## src/plg_pkg.sv

```systemverilog
// Purpose: Shared constants and carriers for the port loopback, pin alarm and invert slice.
// Assumes: 16-bit register data, 8-bit in-port offset, one port instance per slice.
// Notes: Offsets are in-port byte offsets; the port prefix is decoded outside.
`default_nettype none
package plg_pkg;
    localparam int ADDR_W = 8;
    localparam int DATA_W = 16;
    localparam logic [7:0] OFS_TIMING = 8'h44;
    localparam logic [7:0] OFS_LOOP_ALARM = 8'h46;
    localparam logic [7:0] OFS_TX_INVERT = 8'h4A;
    localparam logic [7:0] OFS_RX_INVERT = 8'h4C;
    localparam logic [7:0] OFS_IRQ_SUMMARY = 8'h50;
    localparam logic [7:0] OFS_EVT_STATUS = 8'h58;
    localparam logic [7:0] OFS_EVT_MASK = 8'h5A;
    localparam logic [15:0] RST_LOOP_ALARM = 16'h0000;
    localparam logic [15:0] RST_TX_INVERT = 16'h0000;
    localparam logic [15:0] RST_RX_INVERT = 16'h0000;
    localparam logic RST_TIMING = 1'b0;
    localparam logic [1:0] RST_EVT = 2'h0;
    localparam logic [15:0] MASK_LOOP_ALARM = 16'h07FF;
    localparam logic [15:0] MASK_TX_INVERT = 16'h17FF;
    localparam logic [15:0] MASK_RX_INVERT = 16'h16DE;
    localparam int POS_TIMING = 0;
    localparam int POS_LOOP_HI = 10;
    localparam int POS_LOOP_LO = 8;
    localparam int POS_PIN_B_HI = 7;
    localparam int POS_PIN_B_LO = 4;
    localparam int POS_PIN_A_HI = 3;
    localparam int POS_PIN_A_LO = 0;
    localparam int POS_PORT_SUM = 9;
    localparam int POS_LINE_SUM = 8;
    localparam int EVT_PORT_SUM = 0;
    localparam int EVT_LINE_SUM = 1;

    typedef struct packed {
        logic analog_loop;
        logic line_loop;
        logic payload_loop;
        logic diagnostic_loop;
    } plg_loop_t;

    typedef struct packed {
        logic loss_of_signal;
        logic out_of_frame;
        logic loss_of_frame;
        logic alarm_indication;
        logic remote_alarm;
        logic ds3_idle;
    } plg_alarms_t;

    // Bit order matches the transmit invert register, bit 12 down to bit 0
    typedef struct packed {
        logic frame_start_out;
        logic spare11;
        logic serial;
        logic overhead_sof;
        logic overhead_enable;
        logic overhead_data;
        logic overhead_clock;
        logic frame_start_in;
        logic negative;
        logic data;
        logic line_clock;
        logic clock_out;
        logic clock_in;
    } plg_tx_pins_t;

    // Bit order matches the receive invert register, bit 12 down to bit 0
    typedef struct packed {
        logic frame_start_out;
        logic spare11;
        logic serial;
        logic overhead_sof;
        logic spare8;
        logic overhead_data;
        logic overhead_clock;
        logic spare5;
        logic negative;
        logic positive;
        logic line_clock;
        logic clock_out;
        logic spare0;
    } plg_rx_pins_t;
endpackage : plg_pkg
`default_nettype wire

```

## src/plg_loop_decode.sv

```systemverilog
// Purpose: Decode the three-bit loopback field into the four loopback enables.
// Assumes: Field comes straight from a register.
// Notes: Purely combinational.
`timescale 1ns/100ps
`default_nettype none
module plg_loop_decode (
    input wire logic [2:0] loopback_select_field,
    output plg_pkg::plg_loop_t loop
);
    always_comb
    begin
        loop = '0;
        case (loopback_select_field)
            3'h0: loop = '0;
            3'h1: loop.analog_loop = 1'b1;
            3'h2: loop.line_loop = 1'b1;
            3'h3: loop.payload_loop = 1'b1;
            3'h6:
            begin
                loop.line_loop = 1'b1;
                loop.diagnostic_loop = 1'b1;
            end
            default: loop.diagnostic_loop = 1'b1;
        endcase
    end
endmodule : plg_loop_decode
`default_nettype wire

```

## src/plg_alarm_select.sv

```systemverilog
// Purpose: Route one alarm status, or a fixed combination, to a general-purpose pin.
// Assumes: Alarm levels are synchronous to clk.
// Notes: The pin drives only while the global pin configuration enables it as output.
`timescale 1ns/100ps
`default_nettype none
module plg_alarm_select (
    input wire logic [3:0] alarm_select,
    input wire plg_pkg::plg_alarms_t alarms,
    input wire logic out_en,
    output logic pin_out,
    output logic pin_oe
);
    function automatic logic pick(input logic [3:0] code, input plg_pkg::plg_alarms_t a);
        logic r;
        r = 1'b0;
        case (code)
            4'h0: r = a.loss_of_signal;
            4'h1: r = a.out_of_frame;
            4'h2: r = a.loss_of_frame;
            4'h3: r = a.alarm_indication;
            4'h4: r = a.remote_alarm;
            4'h5: r = a.ds3_idle;
            4'hB, 4'hD: r = a.loss_of_signal | a.loss_of_frame | a.alarm_indication;
            4'hE: r = a.remote_alarm | a.ds3_idle;
            4'hF: r = |a;
            default: r = 1'b0;
        endcase
        return r;
    endfunction : pick

    // Undriven pin is left to the outside pull; the output level is held low then
    assign pin_oe = out_en;
    assign pin_out = out_en & pick(alarm_select, alarms);
endmodule : plg_alarm_select
`default_nettype wire

```

## src/plg_port_ctrl.sv

```systemverilog
// Purpose: Per-port loopback, pin alarm routing, pin inversion and interrupt summary slice.
// Assumes: Single 20 MHz clock; register port with read data one cycle after the strobe.
// Notes: Pin inversion is a plain XOR so that clocks pass without a register stage.
//
// Behaviour
// - Timing-select bit 0 uses output clocks, 1 uses input clocks for line data.
// - Loopback codes 000,001,010,011 give none, analog, line, payload loopback.
// - Codes 10X and 111 give diagnostic alone; 110 gives line plus diagnostic.
// - Bits 7..4 choose the B pin alarm, only when that pin is output-enabled.
// - Bits 3..0 choose the A pin alarm, only when that pin is output-enabled.
// - Codes 0000..0101 give signal loss, out-of-frame, frame loss, indication, remote, idle.
// - 1011/1101 combine loss, frame loss, indication; 1110 remote+idle; 1111 all six.
// - Each set transmit invert bit inverts its transmit pin.
// - Each set receive invert bit inverts its receive pin.
// - Port summary bit 9 follows enabled latched port status; drives interrupt if enabled.
// - Line-code summary bit 8 follows enabled latched coder status; drives interrupt if enabled.
`timescale 1ns/100ps
`default_nettype none
module plg_port_ctrl (
    input wire logic clk,
    input wire logic arst_n,
    input wire logic [7:0] addr,
    input wire logic [15:0] wdata,
    input wire logic wr,
    input wire logic rd,
    output logic [15:0] rdata,
    input wire logic [15:0] port_status_latched,
    input wire logic [15:0] port_status_irq_en,
    input wire logic [15:0] line_code_latched,
    input wire logic [15:0] line_code_irq_en,
    input wire logic [4:0] other_summaries,
    input wire logic global_port_irq_enable,
    output logic port_irq,
    output logic evt_irq,
    output logic tx_line_timing_select,
    output plg_pkg::plg_loop_t loop,
    input wire plg_pkg::plg_alarms_t alarms,
    input wire logic pin_a_out_en,
    input wire logic pin_b_out_en,
    output logic pin_a_out,
    output logic pin_a_oe,
    output logic pin_b_out,
    output logic pin_b_oe,
    input wire plg_pkg::plg_tx_pins_t tx_pins_in,
    output plg_pkg::plg_tx_pins_t tx_pins_out,
    input wire plg_pkg::plg_rx_pins_t rx_pins_in,
    output plg_pkg::plg_rx_pins_t rx_pins_out
);
    typedef struct packed {
        logic [15:0] loop_alarm;
        logic [15:0] tx_invert;
        logic [15:0] rx_invert;
        logic timing;
        logic [1:0] evt_status;
        logic [1:0] evt_mask;
        logic port_sum_q;
        logic line_sum_q;
        logic [15:0] rdata;
    } plg_state_t;

    plg_state_t st;
    plg_state_t next_st;
    logic port_status_summary;
    logic line_code_summary;
    logic [15:0] summary_word;
    logic [1:0] evt_set;

    // Summaries are never stored, so they clear as soon as the sources clear
    assign port_status_summary = |(port_status_latched & port_status_irq_en);
    assign line_code_summary = |(line_code_latched & line_code_irq_en);

    always_comb
    begin
        summary_word = '0;
        summary_word[plg_pkg::POS_PORT_SUM] = port_status_summary;
        summary_word[plg_pkg::POS_LINE_SUM] = line_code_summary;
        summary_word[7:4] = other_summaries[4:1];
        summary_word[0] = other_summaries[0];
    end

    always_comb
    begin
        next_st = st;
        next_st.port_sum_q = port_status_summary;
        next_st.line_sum_q = line_code_summary;
        evt_set = '0;
        evt_set[plg_pkg::EVT_PORT_SUM] = port_status_summary & ~st.port_sum_q;
        evt_set[plg_pkg::EVT_LINE_SUM] = line_code_summary & ~st.line_sum_q;
        next_st.rdata = '0;
        if (wr)
        begin
            case (addr)
                plg_pkg::OFS_TIMING: next_st.timing = wdata[plg_pkg::POS_TIMING];
                plg_pkg::OFS_LOOP_ALARM: next_st.loop_alarm = wdata & plg_pkg::MASK_LOOP_ALARM;
                plg_pkg::OFS_TX_INVERT: next_st.tx_invert = wdata & plg_pkg::MASK_TX_INVERT;
                plg_pkg::OFS_RX_INVERT: next_st.rx_invert = wdata & plg_pkg::MASK_RX_INVERT;
                plg_pkg::OFS_EVT_MASK: next_st.evt_mask = wdata[1:0];
                default: next_st.rdata = '0;
            endcase
        end
        if (rd)
        begin
            case (addr)
                plg_pkg::OFS_TIMING: next_st.rdata = {15'h0000, st.timing};
                plg_pkg::OFS_LOOP_ALARM: next_st.rdata = st.loop_alarm;
                plg_pkg::OFS_TX_INVERT: next_st.rdata = st.tx_invert;
                plg_pkg::OFS_RX_INVERT: next_st.rdata = st.rx_invert;
                plg_pkg::OFS_IRQ_SUMMARY: next_st.rdata = summary_word;
                plg_pkg::OFS_EVT_STATUS:
                begin
                    next_st.rdata = {14'h0000, st.evt_status};
                    next_st.evt_status = '0;
                end
                plg_pkg::OFS_EVT_MASK: next_st.rdata = {14'h0000, st.evt_mask};
                default: next_st.rdata = '0;
            endcase
        end
        // Set after the read clear so an event in the clearing cycle survives
        next_st.evt_status = next_st.evt_status | evt_set;
    end

    always_ff @(posedge clk or negedge arst_n)
    begin
        if (!arst_n)
        begin
            st.loop_alarm <= plg_pkg::RST_LOOP_ALARM;
            st.tx_invert <= plg_pkg::RST_TX_INVERT;
            st.rx_invert <= plg_pkg::RST_RX_INVERT;
            st.timing <= plg_pkg::RST_TIMING;
            st.evt_status <= plg_pkg::RST_EVT;
            st.evt_mask <= plg_pkg::RST_EVT;
            st.port_sum_q <= 1'b0;
            st.line_sum_q <= 1'b0;
            st.rdata <= 16'h0000;
        end
        else
        begin
            st <= next_st;
        end
    end

    assign rdata = st.rdata;
    assign tx_line_timing_select = st.timing;
    // Other summary bits reach the pin too; the global enable gates the whole port
    assign port_irq = global_port_irq_enable & (|summary_word);
    assign evt_irq = |(st.evt_status & st.evt_mask);
    assign tx_pins_out = tx_pins_in ^ st.tx_invert[12:0];
    assign rx_pins_out = rx_pins_in ^ st.rx_invert[12:0];

    plg_loop_decode u_loop (
        .loopback_select_field(st.loop_alarm[plg_pkg::POS_LOOP_HI:plg_pkg::POS_LOOP_LO]),
        .loop(loop)
    );

    plg_alarm_select u_pin_a (
        .alarm_select(st.loop_alarm[plg_pkg::POS_PIN_A_HI:plg_pkg::POS_PIN_A_LO]),
        .alarms(alarms),
        .out_en(pin_a_out_en),
        .pin_out(pin_a_out),
        .pin_oe(pin_a_oe)
    );

    plg_alarm_select u_pin_b (
        .alarm_select(st.loop_alarm[plg_pkg::POS_PIN_B_HI:plg_pkg::POS_PIN_B_LO]),
        .alarms(alarms),
        .out_en(pin_b_out_en),
        .pin_out(pin_b_out),
        .pin_oe(pin_b_oe)
    );

    property p_timing_write;
        @(posedge clk) disable iff (!arst_n)
        (wr && addr == plg_pkg::OFS_TIMING) |=> tx_line_timing_select == $past(wdata[0]);
    endproperty
    a_timing_write: assert property (p_timing_write) else $error("timing select not loaded");

    property p_loop_low;
        @(posedge clk) disable iff (!arst_n)
        (st.loop_alarm[10] == 1'b0) |->
            loop == {st.loop_alarm[9:8] == 2'h1, st.loop_alarm[9:8] == 2'h2,
                     st.loop_alarm[9:8] == 2'h3, 1'b0};
    endproperty
    a_loop_low: assert property (p_loop_low) else $error("low loopback code wrong");

    property p_loop_high;
        @(posedge clk) disable iff (!arst_n)
        (st.loop_alarm[10] == 1'b1) |->
            loop.diagnostic_loop && !loop.analog_loop && !loop.payload_loop
            && loop.line_loop == (st.loop_alarm[9:8] == 2'h2);
    endproperty
    a_loop_high: assert property (p_loop_high) else $error("high loopback code wrong");

    property p_pin_b_gate;
        @(posedge clk) disable iff (!arst_n)
        !pin_b_out_en |-> !pin_b_out && !pin_b_oe;
    endproperty
    a_pin_b_gate: assert property (p_pin_b_gate) else $error("pin B driven while disabled");

    property p_pin_a_los;
        @(posedge clk) disable iff (!arst_n)
        (pin_a_out_en && st.loop_alarm[3:0] == 4'h0) |-> pin_a_out == alarms.loss_of_signal;
    endproperty
    a_pin_a_los: assert property (p_pin_a_los) else $error("pin A not signal loss");

    property p_pin_b_idle;
        @(posedge clk) disable iff (!arst_n)
        (pin_b_out_en && st.loop_alarm[7:4] == 4'h5) |-> pin_b_out == alarms.ds3_idle;
    endproperty
    a_pin_b_idle: assert property (p_pin_b_idle) else $error("pin B not idle");

    property p_pin_a_all;
        @(posedge clk) disable iff (!arst_n)
        (pin_a_out_en && st.loop_alarm[3:0] == 4'hF) |-> pin_a_out == (|alarms);
    endproperty
    a_pin_a_all: assert property (p_pin_a_all) else $error("pin A not all alarms");

    property p_tx_invert;
        @(posedge clk) disable iff (!arst_n)
        (wr && addr == plg_pkg::OFS_TX_INVERT) |=>
            (tx_pins_out ^ tx_pins_in) == ($past(wdata[12:0]) & 13'h17FF);
    endproperty
    a_tx_invert: assert property (p_tx_invert) else $error("tx inversion mismatch");

    property p_rx_invert;
        @(posedge clk) disable iff (!arst_n)
        (wr && addr == plg_pkg::OFS_RX_INVERT) |=>
            (rx_pins_out ^ rx_pins_in) == ($past(wdata[12:0]) & 13'h16DE);
    endproperty
    a_rx_invert: assert property (p_rx_invert) else $error("rx inversion mismatch");

    property p_port_sum_irq;
        @(posedge clk) disable iff (!arst_n)
        (|(port_status_latched & port_status_irq_en)) && global_port_irq_enable |-> port_irq;
    endproperty
    a_port_sum_irq: assert property (p_port_sum_irq) else $error("no port-summary irq");

    property p_line_sum_read;
        @(posedge clk) disable iff (!arst_n)
        (rd && addr == plg_pkg::OFS_IRQ_SUMMARY) |=>
            rdata[8] == $past(|(line_code_latched & line_code_irq_en));
    endproperty
    a_line_sum_read: assert property (p_line_sum_read) else $error("line sum misread");

    property p_unused_code;
        @(posedge clk) disable iff (!arst_n)
        (st.loop_alarm[3:0] inside {4'h6, 4'h7, 4'h8, 4'h9, 4'hA, 4'hC}) |-> !pin_a_out;
    endproperty
    a_unused_code: assert property (p_unused_code) else $error("unused code drove pin");

    property p_evt_sticky;
        @(posedge clk) disable iff (!arst_n)
        $rose(port_status_summary) |=> st.evt_status[0];
    endproperty
    a_evt_sticky: assert property (p_evt_sticky) else $error("event not latched");

    property p_port_sum_read;
        @(posedge clk) disable iff (!arst_n)
        (rd && addr == plg_pkg::OFS_IRQ_SUMMARY) |=>
            rdata[9] == $past(|(port_status_latched & port_status_irq_en));
    endproperty
    a_port_sum_read: assert property (p_port_sum_read) else $error("port sum misread");

    property p_irq_gate;
        @(posedge clk) disable iff (!arst_n)
        !global_port_irq_enable |-> !port_irq;
    endproperty
    a_irq_gate: assert property (p_irq_gate) else $error("irq while disabled");

    property p_line_sum_irq;
        @(posedge clk) disable iff (!arst_n)
        (|(line_code_latched & line_code_irq_en)) && global_port_irq_enable |-> port_irq;
    endproperty
    a_line_sum_irq: assert property (p_line_sum_irq) else $error("no line-code irq");

    property p_evt_clear;
        @(posedge clk) disable iff (!arst_n)
        (rd && addr == plg_pkg::OFS_EVT_STATUS && evt_set == 2'h0) |=> st.evt_status == 2'h0;
    endproperty
    a_evt_clear: assert property (p_evt_clear) else $error("event status not cleared");

    property p_pin_a_gate;
        @(posedge clk) disable iff (!arst_n)
        !pin_a_out_en |-> !pin_a_out && !pin_a_oe;
    endproperty
    a_pin_a_gate: assert property (p_pin_a_gate) else $error("pin A driven off");

    property p_pin_b_combo;
        @(posedge clk) disable iff (!arst_n)
        (pin_b_out_en && st.loop_alarm[7:4] inside {4'hB, 4'hD}) |->
            pin_b_out == (alarms.loss_of_signal | alarms.loss_of_frame
                          | alarms.alarm_indication);
    endproperty
    a_pin_b_combo: assert property (p_pin_b_combo) else $error("pin B combo wrong");

    property p_rx_reserved;
        @(posedge clk) disable iff (!arst_n)
        (st.rx_invert & ~plg_pkg::MASK_RX_INVERT) == 16'h0000;
    endproperty
    a_rx_reserved: assert property (p_rx_reserved) else $error("rx reserved bit set");

    c_line_diag: cover property (@(posedge clk) disable iff (!arst_n)
        loop.line_loop && loop.diagnostic_loop);
    c_pin_combo: cover property (@(posedge clk) disable iff (!arst_n)
        pin_b_out_en && st.loop_alarm[7:4] == 4'hB && pin_b_out);
    c_port_irq: cover property (@(posedge clk) disable iff (!arst_n) $rose(port_irq));
    c_evt_clear: cover property (@(posedge clk) disable iff (!arst_n)
        rd && addr == plg_pkg::OFS_EVT_STATUS && st.evt_status != 2'h0);
endmodule : plg_port_ctrl
`default_nettype wire

```

## config.mk

```make
export PLATFORM = sky130hd
export DESIGN_NAME = plg_port_ctrl
export DESIGN_NICKNAME = d
export VERILOG_FILES = /design/src/plg_pkg.sv /design/src/plg_loop_decode.sv /design/src/plg_alarm_select.sv /design/src/plg_port_ctrl.sv
export SDC_FILE = /design/constraint.sdc
export NUM_CORES = 1
export LEC_CHECK = 0
export BUFFER_PORTS_ARGS = -buffer_cell sky130_fd_sc_hd__buf_4
export CAP_MARGIN = 5
export CORE_ASPECT_RATIO = 1.4
export CORE_MARGIN = 4
export CORE_UTILIZATION = 48
export DETAILED_ROUTE_END_ITERATION = 12
export GPL_TIMING_DRIVEN = 0
export HOLD_SLACK_MARGIN = 0.15
export PLACE_DENSITY = 0.91
export SYNTH_ARGS = -nofsm -noshare
export SYNTH_HDL_FRONTEND = slang
export SYNTH_SLANG_ARGS = --single-unit
```

## constraint.sdc

```tcl
create_clock -name clk -period 3.4 [get_ports clk]
set_clock_uncertainty 0.05 [all_clocks]
set_input_delay 0.34 -clock clk [delete_from_list [all_inputs] [get_ports clk]]
set_output_delay 0.34 -clock clk [all_outputs]
set_load 0.01 [all_outputs]
```

======== Word-level counts from Yosys, hierarchy flattened ========
Index checks and enable logic that the tools add are counted.
operators by class
  bitwise operators ....................... 16
  multipliers ............................. 0
  order comparisons ....................... 0
  add/sub/neg operators ................... 0
  reductions and logical operators ........ 17
  equality and inequality tests ........... 29
  shift-type cells ........................ 0
  multiplexer cells ....................... 10
  div/mod/pow operators ................... 0
operators by type and width
  cell                  number
  $pmux W13 S7          1
  $eq A8 B7 Y1 const B  7
  $reduce_or A37 Y1     1
  $and A16 B16 Y16      2
  $eq A4 B4 Y1 const B  8
  $reduce_or A16 Y1     2
  $xor A13 B13 Y13      2
  $pmux W1 S9           2
  $eq A4 B2 Y1 const B  4
  $eq A4 B3 Y1 const B  4
  $mux W13              1
  $reduce_and A2 Y1     5
  $eq A4 B1 Y1 const B  2
  $logic_not A4 Y1      2
  $reduce_or A2 Y1      4
  $eq A3 B2 Y1 const B  2
  $reduce_or A6 Y1      1
  $and A1 B1 Y1         5
  $mux W1               4
  $mux W2               2
  $reduce_or A4 Y1      1
  $eq A3 B1 Y1 const B  1
  $eq A3 B3 Y1 const B  1
  $logic_not A3 Y1      1
  other kinds (4)       7
word-level totals
  memories ................................ 0
  ROM bits ................................ 0
  RAM bits ................................ 0
  logic and storage cells ................. 81
  output and inout port bits .............. 53
  input bits .............................. 132
  register bits after elaboration ......... 55
  latch bits .............................. 0

======== Logic depth before layout (Yosys ltp) ========
  depth after elaboration ................. 4
  gate-level depth with buffers ........... 9
  mapped depth without buffers ............ 5

======== By module ========
A second synthesis with hierarchy kept.
unflattened totals
  cells, all modules ...................... 267
  area total of the unflattened synthesis .. 3007.9 sq um
by module, submodules not included
  module            area each (sq um)  cells an instance  seq. area each (sq um)  times used
  plg_port_ctrl     2718.9             227                1276.2                  1
  plg_alarm_select  128.9              18                 0.0                     2
  plg_loop_decode   31.3               4                  0.0                     1

======== Least setup slack after synthesis ========
Ideal clock, no wire load.
  path type ............................... input-to-output
  start ................................... in port_status_latched[4]
  end ..................................... out port_irq
  required time ........................... 3.010 ns
  arrival time ............................ 1.438 ns
  stages .................................. 5
  path buffers ............................ 0
  path slack .............................. 1.572 ns
  cells stage by stage .................... a22o_1 -> a221oi_1 -> and4_1 -> inv_1 -> o41a_1
on the way
  word-level cells in the longest chain between the ends .. 3
RTL lines
  element            line                  RTL
  from (decl)        plg_port_ctrl.sv:27   input wire logic [15:0] port_status_latched,
  $and A16 B16 Y16   plg_port_ctrl.sv:69   assign port_status_summary = |(port_status_latched & port_status_irq_en);
  $reduce_or A37 Y1  plg_port_ctrl.sv:145  assign port_irq = global_port_irq_enable & (|summary_word);
  $and A1 B1 Y1      plg_port_ctrl.sv:145
  to (decl)          plg_port_ctrl.sv:33   output logic port_irq,
No other way between the ends.

======== Worst setup path in the final report ========
  start ................................... reg st[59] in the netlist's numbering
  end ..................................... out pin_b_out
on the way
  word-level cells in the longest chain between the ends .. 4
  elaborated cells on any way between the ends .. 13
  those cells by class .................... eq/ne (9); mux (1); bitwise (1); reduce/logical (2)
RTL lines
  element                 line                    RTL
  from (decl)             plg_port_ctrl.sv:61     plg_state_t st;
  from (signal assigned)  plg_port_ctrl.sv:138    st <= next_st;
  $eq A4 B4 Y1            plg_alarm_select.sv:16  case (code)
  $reduce_or A2 Y1        plg_alarm_select.sv:16
  $pmux W1 S9 (*)         plg_alarm_select.sv:16
  $and A1 B1 Y1 (*)       plg_alarm_select.sv:33  assign pin_out = out_en & pick(alarm_select, alarms);
  to (decl)               plg_port_ctrl.sv:42     output logic pin_b_out,
Mark *: on every way between the ends. The rest lies on a longest branch, timed or not.

==> impl_metrics.env <==
export IMPL_syn2layout_area_growth_pct=47.4
export IMPL_ys_seq_area_frac=0.403
export IMPL_fill_cells=440
export IMPL_register_area_um2=1280
export IMPL_ioPinCount=185
export IMPL_antenna_found_initial=0
export IMPL_cts_tree="yes"
export IMPL_synth_top_family_by_area="compound AO/OA/AOI/OAI gates"
export IMPL_drtIter0Drc=173
export IMPL_grt_pass1_vias=3229
export IMPL_port_buffers=170
export IMPL_synth_area_um2=3160
export IMPL_dp_hpwl_um=7880
export IMPL_cts_buffers=5
export IMPL_root_buffer="clkbuf_8"
export IMPL_post_cts_buffers=0
export IMPL_wirelength_um=9680
export IMPL_clk_latency_ns=0.31
export IMPL_max_freq_ghz=0.408
export IMPL_power_leakage_nw=2.45
export IMPL_synthAdderAreaFrac=0
export IMPL_ys_warn_count=0
export IMPL_relSlewSlack=0.584
export IMPL_min_to="st[58]"
export IMPL_final_nets=602
export IMPL_path_class="reg2out"
export IMPL_p_per_area_nw_per_um2=302
export IMPL_cp_end_kind="primary output"
export IMPL_reg2reg_depth=4
export IMPL_grt_start_max_net_pins=52
export IMPL_r2r_slack_ns=2.07
export IMPL_htreeDepth=2
export IMPL_synth_xor_area_share=0.0609
export IMPL_row_count=34
export IMPL_multi_input_area_um2=1620
export IMPL_avgRoutedWirePerCell_um=17.8
export IMPL_synth_simple_area_share=0.126
export IMPL_dieWidth_um=76.6
export IMPL_hp_class="in2reg"
export IMPL_die_height_um=104
export IMPL_finalCritPeriodShare=0.720
export IMPL_startpoint_type="register"
export IMPL_drv_cap=0
export IMPL_setup_violations_final=0
export IMPL_ys_seq_elements=51
export IMPL_grt_first_pass_wirelength_um=15500
export IMPL_tightest_slew_ns=0.624
export IMPL_tns_ns=0
export IMPL_ir_worst_vdd_v=0.000182
export IMPL_slew_viol_final=0
export IMPL_vias=3033
export IMPL_reg2reg_to="rdata[4]"
export IMPL_hold_start="wdata[3]"
export IMPL_dieArea_um2=7970
export IMPL_yosysUniqueCellTypes=47
export IMPL_dpl_cell_area_um2=4540
export IMPL_whs_path_depth=2
export IMPL_avgViaCountPerCell=5.59
export IMPL_cts_buffer_depth=2
export IMPL_firstDrtPassIters=5
export IMPL_min_period_ns=2.45
export IMPL_synth_compound_area_frac=0.161
export IMPL_numClockSinks=51
export IMPL_hold_violations=0
export IMPL_place_congestion=0.830
export IMPL_cp_max_fo=8
export IMPL_r2r_start="st[59]"
export IMPL_ant_nets=0
export IMPL_clk_pin_slew_ns=0.10
export IMPL_syn_avg_cell_area_um2=10.9
export IMPL_cp_required_ns=3.01
export IMPL_muxShareOfSynthArea=0.161
export IMPL_core_area_um2=6300
export IMPL_drive_gt1_frac=0.518
export IMPL_final_cell_area_um2=4660
export IMPL_grt_ovfl_total=0
export IMPL_initial_utilization=0.503
export IMPL_insertedDiodeCount=0
export IMPL_rsz0062_at_grt="no"
export IMPL_arrival_ns=2.06
export IMPL_drc=0
export IMPL_status="complete, no violations"
export IMPL_synth_cells=289
export IMPL_grt_use_total=0.241
==> state kept, by name, summed over array words and instances, names as in the netlist <==
name	cells
rdata	12
st	38
tx_line_timing_select	1
==> worst max-delay path, cell delays in order, from the launching register on <==
cell	delay, ns
dfrtp_1	0.35
clkbuf_1	0.36
mux4_2	0.57
nand2b_1	0.08
a21oi_1	0.06
a21oi_1	0.12
a21oi_1	0.08
buf_4	0.14
==> per-layer routing <==
| metal | vias up | GRT usage | part of all wire |
|---|---|---|---|
| met5 | - | 0 | 0 |
| met4 | 0 | 0.0894 | 0.027 |
| met3 | 24 | 0.0633 | 0.086 |
| met2 | 184 | 0.457 | 0.55 |
| met1 | 1418 | 0.249 | 0.34 |
| li1 | 1407 | - | - |
==> cell families after synthesis <==
family                 count (synthesis)
multiplexers                          39
AND/OR/NAND/NOR                       67
other                                  1
flip-flops                            51
buffers and inverters                 40
AO/OA/AOI/OAI                         69
XOR/XNOR                              22
==> synth_stat cells (all sizes together) <==
cell     number  area, um^2
or3           2        12.5
nand3         9        50.1
inv           3        11.3
and3          5        31.3
o41a          1        11.3
conb          1        3.75
a2bb2oi       1        8.76
and2          1        8.76
o211ai        4        30.0
a32o          1        10.0
o32ai         2        17.5
nand2        12        52.6
nand4         2        18.8
nor3b         3        45.1
dfrtp        51        1280
xor2         21         184
a32oi         1        8.76
a211oi        1        7.51
mux2i         2        20.0
nor2         14        52.6
a221oi       10        87.6
nand2b        3        18.8
nor3          6        30.0
mux4          2        45.0
xnor2         1        8.76
buf          29         234
nor2b         6        45.0
a222oi        1        10.0
and4          2        17.5
and3b         1        8.76
mux2         35         443
a22oi         7        52.6
a21oi        13        65.1
o21ai         9        45.0
a22o         17         149
clkbuf        8        30.0
or4           1        7.51
o22ai         1        6.26
==> worst max-delay path by stage <==
stage | from | endpoint | slack, ns
5_1_grt | st[59] | pin_b_out | 0.84
6_report | st[59] | pin_b_out | 0.95
3_3_place_gp | line_code_latched[11] | port_irq | 1.18
4_1_cts | st[59] | pin_b_out | 0.97
2_1_floorplan | port_status_latched[4] | port_irq | 1.57
3_5_place_dp | line_code_latched[8] | port_irq | 1.18
==> cell type report <==
cell class	instances	area share
sequential	51	0.274
inverter	3	0.00241
timing repair buffer	171	0.276
tap	72	0.0193
buffer	37	0.0566
clock buffer	5	0.0148
multi-input combinational	201	0.348
clock inverter	3	0.00939
==> timing repair <==
action	in CTS	in global routing
hold endpoints to repair	51	0
hold buffers	1	0
gates resized for setup	0	0
==> report_power, final <==
group	internal, mW	switching (mW)
Sequential	0.628	0.0246
Combinational	0.201	0.131
Clock	0.219	0.206
==> layout by cell type (no fill, tap or decap), types with 3 or more instances in the layout <==
cell type / n
a21oi_1: 13
a221oi_1: 10
a22o_1: 17
a22oi_1: 7
and3_1: 5
buf_4: 193
buf_6: 5
clkbuf_1: 8
clkbuf_8: 5
conb_1: 4
dfrtp_1: 51
inv_1: 3
mux2_1: 7
mux2_2: 15
mux2_4: 13
nand2_1: 11
nand2b_1: 3
nand3_1: 8
nor2_1: 14
nor2b_1: 5
nor3_1: 6
o211ai_1: 4
o21ai_0: 9
xor2_1: 21
==> stage by stage <==
stage                     setup WS (ns)  power, mW  hold WS, ns  utilization  cells
after floorplan                    1.57      0.788     -0.00559            -    292
after global placement             1.18      0.986        0.344        0.721    534
after detailed placement           1.18      0.997        0.355        0.721    534
after CTS                         0.967       1.41        0.212        0.741    543
after global routing              0.840       1.47        0.199        0.741    543
final                             0.951       1.41        0.210        0.741    543
(Power assumes the default switching activity.)
